File: src/hw/csc_pkg.sv
// csc_pkg: register offsets, field positions, reset values and carrier
// types for the cpu status / core control register bank.
// assumes a 16-bit data path carried in the low half of a 32-bit bus.
`default_nettype none
package csc_pkg;
  // ------------------------------------------------------------------
  // register map (word aligned byte addresses)
  // ------------------------------------------------------------------
  localparam logic [3:0] CSC_OFF_FLAGS = 4'h0;  // cpu_flags
  localparam logic [3:0] CSC_OFF_CONFIG = 4'h4; // core_config
  localparam logic [3:0] CSC_OFF_CTRL = 4'h8;   // not decoded; reads return zero
  localparam logic [15:0] CSC_FLAGS_RST = 16'h0000;
  localparam logic [15:0] CSC_CONFIG_RST = 16'h0020;
  // cpu_flags field positions
  localparam int CSC_F_OA = 15;
  localparam int CSC_F_OB = 14;
  localparam int CSC_F_SA = 13;
  localparam int CSC_F_SB = 12;
  localparam int CSC_F_OAB = 11;
  localparam int CSC_F_SAB = 10;
  localparam int CSC_F_DA = 9;
  localparam int CSC_F_DC = 8;
  localparam int CSC_F_IPL_LO = 5;
  localparam int CSC_F_RA = 4;
  localparam int CSC_F_N = 3;
  localparam int CSC_F_OV = 2;
  localparam int CSC_F_Z = 1;
  localparam int CSC_F_C = 0;
  // core_config field positions
  localparam int CSC_C_VAR = 15;
  localparam int CSC_C_US_LO = 12;
  localparam int CSC_C_EDT = 11;
  localparam int CSC_C_DL_LO = 8;
  localparam int CSC_C_ACC_A_CLAMP_EN = 7;
  localparam int CSC_C_ACC_B_CLAMP_EN = 6;
  localparam int CSC_C_STORE_CLAMP_EN = 5;
  localparam int CSC_C_CLAMP_WIDTH_SELECT = 4;
  localparam int CSC_C_PRIORITY_LEVEL_MSB = 3;
  localparam int CSC_C_SFA = 2;
  localparam int CSC_C_RND = 1;
  localparam int CSC_C_IF = 0;
  // writable bit masks
  localparam logic [15:0] CSC_FLAGS_WMASK = 16'hF1EF; // minus DA RA EITHER_ACC_WRAP EITHER_ACC_CLAMP_STICKY
  localparam logic [15:0] CSC_CONFIG_WMASK = 16'hB0FB;
  localparam logic [2:0] CSC_IPL_MAX = 3'h7;
  localparam logic [31:0] CSC_UNMAPPED = 32'h00000000;

  // multiply sign modes
  typedef enum logic [1:0] {
    CSC_MUL_SIGNED = 2'b00,
    CSC_MUL_UNSIGNED = 2'b01,
    CSC_MUL_MIXED = 2'b10,
    CSC_MUL_RSVD = 2'b11
  } csc_mul_t;

  // flag updates from alu / dsp engine, each with its own update strobe
  typedef struct packed {
    logic alu_upd;  // alu op that affects c/dc/n/ov
    logic carry;
    logic half_carry;
    logic negative;
    logic signed_wrap;
    logic zero_upd; // op affects z
    logic zero;
    logic acc_a_upd;
    logic acc_a_wrap;
    logic acc_a_clamp;
    logic acc_b_upd;
    logic acc_b_wrap;
    logic acc_b_clamp;
  } csc_evt_t;

  // loop engine state
  typedef struct packed {
    logic repeat_running;
    logic [2:0] loop_nest_depth;
    logic stack_frame_active;
    logic nesting_disable;
    logic priority_level_msb_set;  // exception entry raising level above 7
  } csc_loop_t;

  // decoded configuration to the datapath
  typedef struct packed {
    logic var_latency;
    csc_mul_t multiply_sign_select;
    logic acc_a_clamp_en;
    logic acc_b_clamp_en;
    logic store_clamp_en;
    logic clamp_width_select;
    logic rounding_select;
    logic integer_mode;
    logic full_range_frame;
  } csc_cfg_t;
endpackage : csc_pkg
`default_nettype wire

File: src/hw/csc_regs.sv
// csc_regs: cpu status and core control registers behind an avalon-mm
// slave. alu, dsp and loop logic update flags through event structs.
// assumes all event inputs are synchronous to clk.
`default_nettype none

module csc_regs (
  input wire logic clk,
  input wire logic reset,
  // avalon-mm slave
  input wire logic [3:0] avs_address,
  input wire logic avs_read,
  input wire logic avs_write,
  input wire logic [31:0] avs_writedata,
  input wire logic [3:0] avs_byteenable,
  output logic [31:0] avs_readdata,
  output logic avs_waitrequest,
  output logic [1:0] avs_response,
  // datapath side
  input wire csc_pkg::csc_evt_t evt,
  input wire csc_pkg::csc_loop_t loop_st,
  input wire logic loop_running,
  output csc_pkg::csc_cfg_t cfg,
  output logic [3:0] cpu_priority_level,
  output logic user_irq_disable,
  output logic loop_early_exit
);
  import csc_pkg::*;

  // ------------------------------------------------------------------
  // bus handshake
  // ------------------------------------------------------------------
  // one wait state: the request is held, acked on the second edge
  logic ack_ff;         // answer cycle marker
  logic [31:0] rdata_ff; // captured read data
  logic req;            // request pending and not yet acked
  logic wr_go;          // write takes effect this edge
  logic [15:0] be_mask; // low two byte lanes expanded
  logic [15:0] wdat;

  assign req = (avs_read | avs_write) & ~ack_ff;
  assign wr_go = avs_write & ack_ff;
  assign be_mask = {{8{avs_byteenable[1]}}, {8{avs_byteenable[0]}}};
  assign wdat = avs_writedata[15:0];
  assign avs_waitrequest = (avs_read | avs_write) & ~ack_ff;
  assign avs_readdata = rdata_ff;
  assign avs_response = 2'b00; // unmapped reads return zero, okay

  // ack toggles one cycle after each request is seen
  always_ff @(posedge clk or posedge reset) begin
    if (reset) begin
      ack_ff <= 1'b0;
    end else begin
      ack_ff <= req;
    end
  end

  // ------------------------------------------------------------------
  // register storage
  // ------------------------------------------------------------------
  logic acc_a_wrap_flag_ff;
  logic acc_b_wrap_flag_ff;
  logic acc_a_clamp_sticky_ff;
  logic acc_b_clamp_sticky_ff;
  logic half_carry_flag_ff;
  logic [2:0] ipl_lo_ff;     // low three level bits
  logic negative_ff;
  logic signed_wrap_flag_ff;
  logic zero_ff;
  logic carry_ff;
  logic [15:0] cfg_ff;       // writable core_config bits
  logic priority_level_msb_ff;
  logic edt_ff;              // one-cycle early exit pulse

  logic wr_flags;  // write to cpu_flags this edge
  logic wr_cfg;    // write to core_config this edge
  logic [15:0] flags_rd;
  logic [15:0] cfg_rd;
  logic either_acc_wrap;
  logic either_acc_clamp_sticky;
  logic [15:0] fw;  // cpu_flags write value merged with lanes

  assign wr_flags = wr_go & (avs_address == CSC_OFF_FLAGS);
  assign wr_cfg = wr_go & (avs_address == CSC_OFF_CONFIG);
  assign fw = (wdat & be_mask) | (flags_rd & ~be_mask);

  assign either_acc_wrap = acc_a_wrap_flag_ff | acc_b_wrap_flag_ff;
  assign either_acc_clamp_sticky =
    acc_a_clamp_sticky_ff | acc_b_clamp_sticky_ff;

  // ------------------------------------------------------------------
  // accumulator flags
  // ------------------------------------------------------------------
  // hardware update wins over a same-cycle software write or clear
  always_ff @(posedge clk or posedge reset) begin
    if (reset) begin
      acc_a_wrap_flag_ff <= 1'b0;
      acc_b_wrap_flag_ff <= 1'b0;
    end else begin
      if (evt.acc_a_upd) begin
        acc_a_wrap_flag_ff <= evt.acc_a_wrap;
      end else if (wr_flags) begin
        acc_a_wrap_flag_ff <= fw[CSC_F_OA];
      end
      if (evt.acc_b_upd) begin
        acc_b_wrap_flag_ff <= evt.acc_b_wrap;
      end else if (wr_flags) begin
        acc_b_wrap_flag_ff <= fw[CSC_F_OB];
      end
    end
  end

  // sticky saturation: a write of zero to the combined bit clears both,
  // but a saturation event in the same cycle still sets its flag
  always_ff @(posedge clk or posedge reset) begin
    if (reset) begin
      acc_a_clamp_sticky_ff <= 1'b0;
      acc_b_clamp_sticky_ff <= 1'b0;
    end else begin
      if (evt.acc_a_upd & evt.acc_a_clamp) begin
        acc_a_clamp_sticky_ff <= 1'b1;
      end else if (wr_flags) begin
        acc_a_clamp_sticky_ff <= fw[CSC_F_SA] & fw[CSC_F_SAB];
      end
      if (evt.acc_b_upd & evt.acc_b_clamp) begin
        acc_b_clamp_sticky_ff <= 1'b1;
      end else if (wr_flags) begin
        acc_b_clamp_sticky_ff <= fw[CSC_F_SB] & fw[CSC_F_SAB];
      end
    end
  end

  // ------------------------------------------------------------------
  // alu condition flags
  // ------------------------------------------------------------------
  // sources compute carry at bit 4/8 and msb; this bank only stores them
  always_ff @(posedge clk or posedge reset) begin
    if (reset) begin
      half_carry_flag_ff <= 1'b0;
      negative_ff <= 1'b0;
      signed_wrap_flag_ff <= 1'b0;
      carry_ff <= 1'b0;
    end else if (evt.alu_upd) begin
      half_carry_flag_ff <= evt.half_carry;
      negative_ff <= evt.negative;
      signed_wrap_flag_ff <= evt.signed_wrap;
      carry_ff <= evt.carry;
    end else if (wr_flags) begin
      half_carry_flag_ff <= fw[CSC_F_DC];
      negative_ff <= fw[CSC_F_N];
      signed_wrap_flag_ff <= fw[CSC_F_OV];
      carry_ff <= fw[CSC_F_C];
    end
  end

  // zero only clears on a non-zero result; a zero result sets it
  always_ff @(posedge clk or posedge reset) begin
    if (reset) begin
      zero_ff <= 1'b0;
    end else if (evt.zero_upd) begin
      if (!evt.zero) begin
        zero_ff <= 1'b0;
      end else begin
        zero_ff <= 1'b1;
      end
    end else if (wr_flags) begin
      zero_ff <= fw[CSC_F_Z];
    end
  end

  // ------------------------------------------------------------------
  // priority level
  // ------------------------------------------------------------------
  // level bits frozen against software while nesting is disabled
  always_ff @(posedge clk or posedge reset) begin
    if (reset) begin
      ipl_lo_ff <= 3'h0;
    end else if (wr_flags & ~loop_st.nesting_disable) begin
      ipl_lo_ff <= fw[CSC_F_IPL_LO +: 3];
    end
  end

  // msb is set by exception entry; software may only clear it
  always_ff @(posedge clk or posedge reset) begin
    if (reset) begin
      priority_level_msb_ff <= 1'b0;
    end else if (loop_st.priority_level_msb_set) begin
      priority_level_msb_ff <= 1'b1;
    end else if (wr_cfg & be_mask[CSC_C_PRIORITY_LEVEL_MSB] & ~wdat[CSC_C_PRIORITY_LEVEL_MSB]) begin
      priority_level_msb_ff <= 1'b0;
    end
  end

  assign cpu_priority_level = {priority_level_msb_ff, ipl_lo_ff};
  assign user_irq_disable =
    priority_level_msb_ff | (ipl_lo_ff == CSC_IPL_MAX);

  // ------------------------------------------------------------------
  // core configuration
  // ------------------------------------------------------------------
  // only writable bits are stored; read-only fields come from live state
  always_ff @(posedge clk or posedge reset) begin
    if (reset) begin
      cfg_ff <= CSC_CONFIG_RST;
    end else if (wr_cfg) begin
      cfg_ff <= ((wdat & be_mask) | (cfg_ff & ~be_mask))
                & CSC_CONFIG_WMASK & ~(16'h1 << CSC_C_EDT)
                & ~(16'h1 << CSC_C_PRIORITY_LEVEL_MSB);
    end
  end

  // early exit is a pulse; ignored when no loop runs
  always_ff @(posedge clk or posedge reset) begin
    if (reset) begin
      edt_ff <= 1'b0;
    end else begin
      edt_ff <= wr_cfg & be_mask[CSC_C_EDT] & wdat[CSC_C_EDT]
                & loop_running;
    end
  end
  assign loop_early_exit = edt_ff;

  // decoded outputs to the datapath
  always_comb begin
    cfg.var_latency = cfg_ff[CSC_C_VAR];
    cfg.multiply_sign_select =
      csc_mul_t'(cfg_ff[CSC_C_US_LO +: 2]);
    cfg.acc_a_clamp_en = cfg_ff[CSC_C_ACC_A_CLAMP_EN];
    cfg.acc_b_clamp_en = cfg_ff[CSC_C_ACC_B_CLAMP_EN];
    cfg.store_clamp_en = cfg_ff[CSC_C_STORE_CLAMP_EN];
    cfg.clamp_width_select = cfg_ff[CSC_C_CLAMP_WIDTH_SELECT];
    cfg.rounding_select = cfg_ff[CSC_C_RND];
    cfg.integer_mode = cfg_ff[CSC_C_IF];
    cfg.full_range_frame = loop_st.stack_frame_active;
  end

  // ------------------------------------------------------------------
  // read views
  // ------------------------------------------------------------------
  always_comb begin
    flags_rd = 16'h0000;
    flags_rd[CSC_F_OA] = acc_a_wrap_flag_ff;
    flags_rd[CSC_F_OB] = acc_b_wrap_flag_ff;
    flags_rd[CSC_F_SA] = acc_a_clamp_sticky_ff;
    flags_rd[CSC_F_SB] = acc_b_clamp_sticky_ff;
    flags_rd[CSC_F_OAB] = either_acc_wrap;
    flags_rd[CSC_F_SAB] = either_acc_clamp_sticky;
    flags_rd[CSC_F_DA] = loop_running;
    flags_rd[CSC_F_DC] = half_carry_flag_ff;
    flags_rd[CSC_F_IPL_LO +: 3] = ipl_lo_ff;
    flags_rd[CSC_F_RA] = loop_st.repeat_running;
    flags_rd[CSC_F_N] = negative_ff;
    flags_rd[CSC_F_OV] = signed_wrap_flag_ff;
    flags_rd[CSC_F_Z] = zero_ff;
    flags_rd[CSC_F_C] = carry_ff;
  end

  // edt reads zero because it is never stored in cfg_ff
  always_comb begin
    cfg_rd = cfg_ff;
    cfg_rd[CSC_C_DL_LO +: 3] = loop_st.loop_nest_depth;
    cfg_rd[CSC_C_PRIORITY_LEVEL_MSB] = priority_level_msb_ff;
    cfg_rd[CSC_C_SFA] = loop_st.stack_frame_active;
  end

  // read data captured on the wait cycle, stands at the ack edge
  always_ff @(posedge clk or posedge reset) begin
    if (reset) begin
      rdata_ff <= 32'h00000000;
    end else if (avs_read & ~ack_ff) begin
      unique case (avs_address)
        CSC_OFF_FLAGS: rdata_ff <= {16'h0000, flags_rd};
        CSC_OFF_CONFIG: rdata_ff <= {16'h0000, cfg_rd};
        default: rdata_ff <= CSC_UNMAPPED;
      endcase
    end
  end
endmodule : csc_regs
`default_nettype wire

File: config.mk
export PLATFORM = sky130hd
export DESIGN_NAME = csc_regs
export DESIGN_NICKNAME = d
export VERILOG_FILES = /design/src/hw/csc_pkg.sv /design/src/hw/csc_regs.sv
export SDC_FILE = /design/constraint.sdc
export NUM_CORES = 1
export LEC_CHECK = 0
export BUFFER_PORTS_ARGS = -buffer_cell sky130_fd_sc_hd__buf_2
export CAP_MARGIN = 20
export CORE_MARGIN = 3
export CORE_UTILIZATION = 45
export CTS_BUF_LIST = sky130_fd_sc_hd__clkbuf_8
export CTS_CLUSTER_SIZE = 10
export DETAILED_ROUTE_END_ITERATION = 8
export HOLD_SLACK_MARGIN = 0.1
export PLACE_DENSITY = 0.81
export SYNTH_ARGS = -nofsm -noshare
export SYNTH_HDL_FRONTEND = slang
export SYNTH_SLANG_ARGS = --single-unit
File: constraint.sdc
create_clock -name clk -period 1.5 [get_ports clk]
set_input_delay 0.075 -clock clk [delete_from_list [all_inputs] [get_ports clk]]
set_output_delay 0.075 -clock clk [all_outputs]
set_load 0.1 [all_outputs]
==> impl_metrics.env <==
export IMPL_outcome="finished clean"
export IMPL_endpoint_kind="flop"
export IMPL_maxSlewViolCount=0
export IMPL_clk_latency_ns=0.28
export IMPL_multi_input_area_um2=871
export IMPL_holdPathStages=3
export IMPL_grt_util_all_layers=0.200
export IMPL_tritoncts="done"
export IMPL_p_switching_mw=1.30
export IMPL_min_from="loop_st[4]"
export IMPL_dp_cells=309
export IMPL_clockRootBuffer="clkbuf_8"
export IMPL_grt_max_degree=41
export IMPL_leakage_nw=1.34
export IMPL_maxSlewHeadroom=0.662
export IMPL_period_needed_ns=1.42
export IMPL_num_antenna_cells=0
export IMPL_place_detailed_hpwl_um=3600
export IMPL_die_area_um2=5280
export IMPL_crit_start="ack_ff"
export IMPL_ys_seq_area_frac=0.501
export IMPL_pwr_share_clk=0.237
export IMPL_hold_viol_final=0
export IMPL_maxCapViolCount=0
export IMPL_io_pins=116
export IMPL_drive_above_1_share=0.407
export IMPL_dr_pass1_iters=4
export IMPL_cts_made_buffers=5
export IMPL_hold_ws_ns=0.105
export IMPL_place_gp_congestion=0.781
export IMPL_layout_cells_non_filler=347
export IMPL_gr_total_overflow=0
export IMPL_cp_start_kind="flop"
export IMPL_setup_viol=0
export IMPL_fillers=346
export IMPL_path_depth=3
export IMPL_grt_pass1_vias=1764
export IMPL_cpPeakStageDelay_ns=0.43
export IMPL_worstPathCellList="and4bb_2 > nand3_4 > mux2_2"
export IMPL_fin_nets=361
export IMPL_die_x_um=72.7
export IMPL_skew_ns=0.00346
export IMPL_max_clock_freq_mhz=705
export IMPL_worst_r2r_path_depth=3
export IMPL_async_flop_share=1.00
export IMPL_rsz0062_at_grt="no"
export IMPL_fin_util=0.671
export IMPL_portBuffers=78
export IMPL_core_um2=4140
export IMPL_synth_avg_cell_area_um2=10.9
export IMPL_finalSetupTns_ns=0
export IMPL_clock_path_buffers=2
export IMPL_routed_wirelength_um=5080
export IMPL_seq_area_um2=1010
export IMPL_syn_to_final_growth_pct=38.9
export IMPL_cts_setup_buffers=0
export IMPL_combPwrFrac=0.363
export IMPL_internal_power_mw=1.76
export IMPL_swShare=0.425
export IMPL_vias=1780
export IMPL_post_route_period_util=0.946
export IMPL_synth_edff_count=0
export IMPL_cts_sinks=40
export IMPL_synth_area_um2=2000
export IMPL_cp_max_fo=10
export IMPL_antenna_found_initial=0
export IMPL_start_util=0.483
export IMPL_clkTransAtPathRegs_ns=0.07
export IMPL_dr_first_iter_drc_count=131
export IMPL_grt_first_pass_wirelength_um=8170
export IMPL_crit_family="simple AND/OR/NAND/NOR gates"
export IMPL_wl_per_cell_um=14.6
export IMPL_ant_nets=0
export IMPL_cts_max_level=2
export IMPL_power_mw=3.06
export IMPL_slowest_stage="and4bb_2"
export IMPL_netlist_instances=184
export IMPL_crit_type="reg2reg"
export IMPL_rows=23
export IMPL_met1_usage=0.258
export IMPL_tightest_slew_ns=0.507
export IMPL_grt_use_met2=0.342
export IMPL_yosys_most_used_dff="dfrtp_1"
export IMPL_vdd_ir_drop_max_uv=541
export IMPL_top_usage_layer="met2"
export IMPL_yosysWarningCount=0
export IMPL_drc=0
export IMPL_use_met3=0.0441
export IMPL_required_ns=1.67
export IMPL_hold_class="in2reg"
export IMPL_drt_vias_per_instance=5.13
export IMPL_p_seq_frac=0.400
export IMPL_power_density_nw_per_um2=1100
export IMPL_r2r_start="ack_ff"
export IMPL_ys_seq_elements=40
export IMPL_path_buf_inv=0
export IMPL_dieHeight_um=72.7
export IMPL_worstPathArrival_ns=1.59
export IMPL_ys_types=33
==> final cells by class <==
class | instances | area share
clock inverter | 2 | 0.00360
tap | 50 | 0.0225
clock buffer | 6 | 0.0297
timing repair buffer | 115 | 0.267
multi-input combinational | 133 | 0.313
inverter | 1 | 0.00135
sequential | 40 | 0.362
==> cells by family (layout without fill, tap and decap cells) <==
family          after synthesis  after routing  share of synthesized area
compound gates               56             56                      0.179
buf+inv                      28            124                     0.0969
flops                        40             40                      0.501
mux                          12             12                     0.0675
other cells                   1             18                    0.00187
simple gates                 47             47                      0.153
==> path summary, 6_finish.rpt <==
kind / to / slack (ns)
max: flop / 0.08
max in group asynchronous: asynchronous set/reset pin / 0.67
min in group asynchronous: avs_readdata[5] / 0.45
min reg2reg: avs_readdata[4] / 0.48
max reg2reg: flop / 0.08
min: avs_readdata[9] / 0.10
==> timing repair <==
action | in CTS | in global routing
hold endpoints to repair | 64 | 0
gates resized for setup | 0 | 0
hold buffers | 30 | 0
==> layout by cell type (no fill, tap or decap), types with 3 or more instances in the layout <==
| cell | synthesis | routed |
|---|---|---|
| a21oi_1 | 7 | 7 |
| a22oi_1 | 14 | 14 |
| a41oi_1 | 7 | 7 |
| buf_2 | 2 | 78 |
| buf_4 | 21 | 7 |
| clkbuf_8 | 0 | 6 |
| conb_1 | 1 | 18 |
| dfrtp_1 | 39 | 36 |
| dfrtp_2 | 0 | 3 |
| dlygate4sd3_1 | 0 | 30 |
| mux2_2 | 12 | 12 |
| nand2_1 | 20 | 20 |
| nor2_1 | 4 | 3 |
| nor2b_1 | 8 | 8 |
| o21ai_0 | 22 | 22 |
==> worst min-delay path: stages <==
cell and delay, ns:
buf_2 0.07, a22oi_1 0.05, o21ai_0 0.15
==> synth_stat cells, drive strengths merged, types with 2 or more instances <==
cell type / instances / share of area
dfrtp: 39 / 0.49
buf: 24 / 0.089
o21ai: 24 / 0.060
nand2: 20 / 0.038
a22oi: 14 / 0.053
mux2: 12 / 0.068
nor2b: 8 / 0.025
a21oi: 7 / 0.018
a41oi: 7 / 0.031
nor2: 4 / 0.0075
clkbuf: 3 / 0.0056
nand3: 3 / 0.016
nor3: 3 / 0.013
a221o: 2 / 0.010
or2: 2 / 0.0063
or3b: 2 / 0.010
==> power groups by stage <==
| stage | Combinational [mW] | Clock [mW] | Sequential, mW |
|---|---|---|---|
| 6_report | 1.11 | 0.725 | 1.22 |
| 5_1_grt | 1.16 | 0.791 | 1.24 |
| 4_1_cts | 1.11 | 0.744 | 1.22 |
| 3_5_place_dp | 1.05 | 0 | 1.24 |
| 3_3_place_gp | 1.04 | 0 | 1.24 |
| 2_1_floorplan | 0.426 | 0 | 1.69 |
==> routing by layer <==
metal | part of all wire | vias to the layer above
li1 | - | 852
met1 | 0.42 | 846
met2 | 0.51 | 78
met3 | 0.064 | 4
met4 | 0.0089 | 0
met5 | 0 | -
==> through the flow <==
stage	setup slack [ns]	cell area (um^2)
3_5_place_dp	0.103	2390
3_3_place_gp	0.123	2390
2_1_floorplan	0.0763	2070
5_1_grt	0.0115	2780
6_report	0.0813	2780
4_1_cts	0.0781	2780
(Power assumes the default switching activity.)
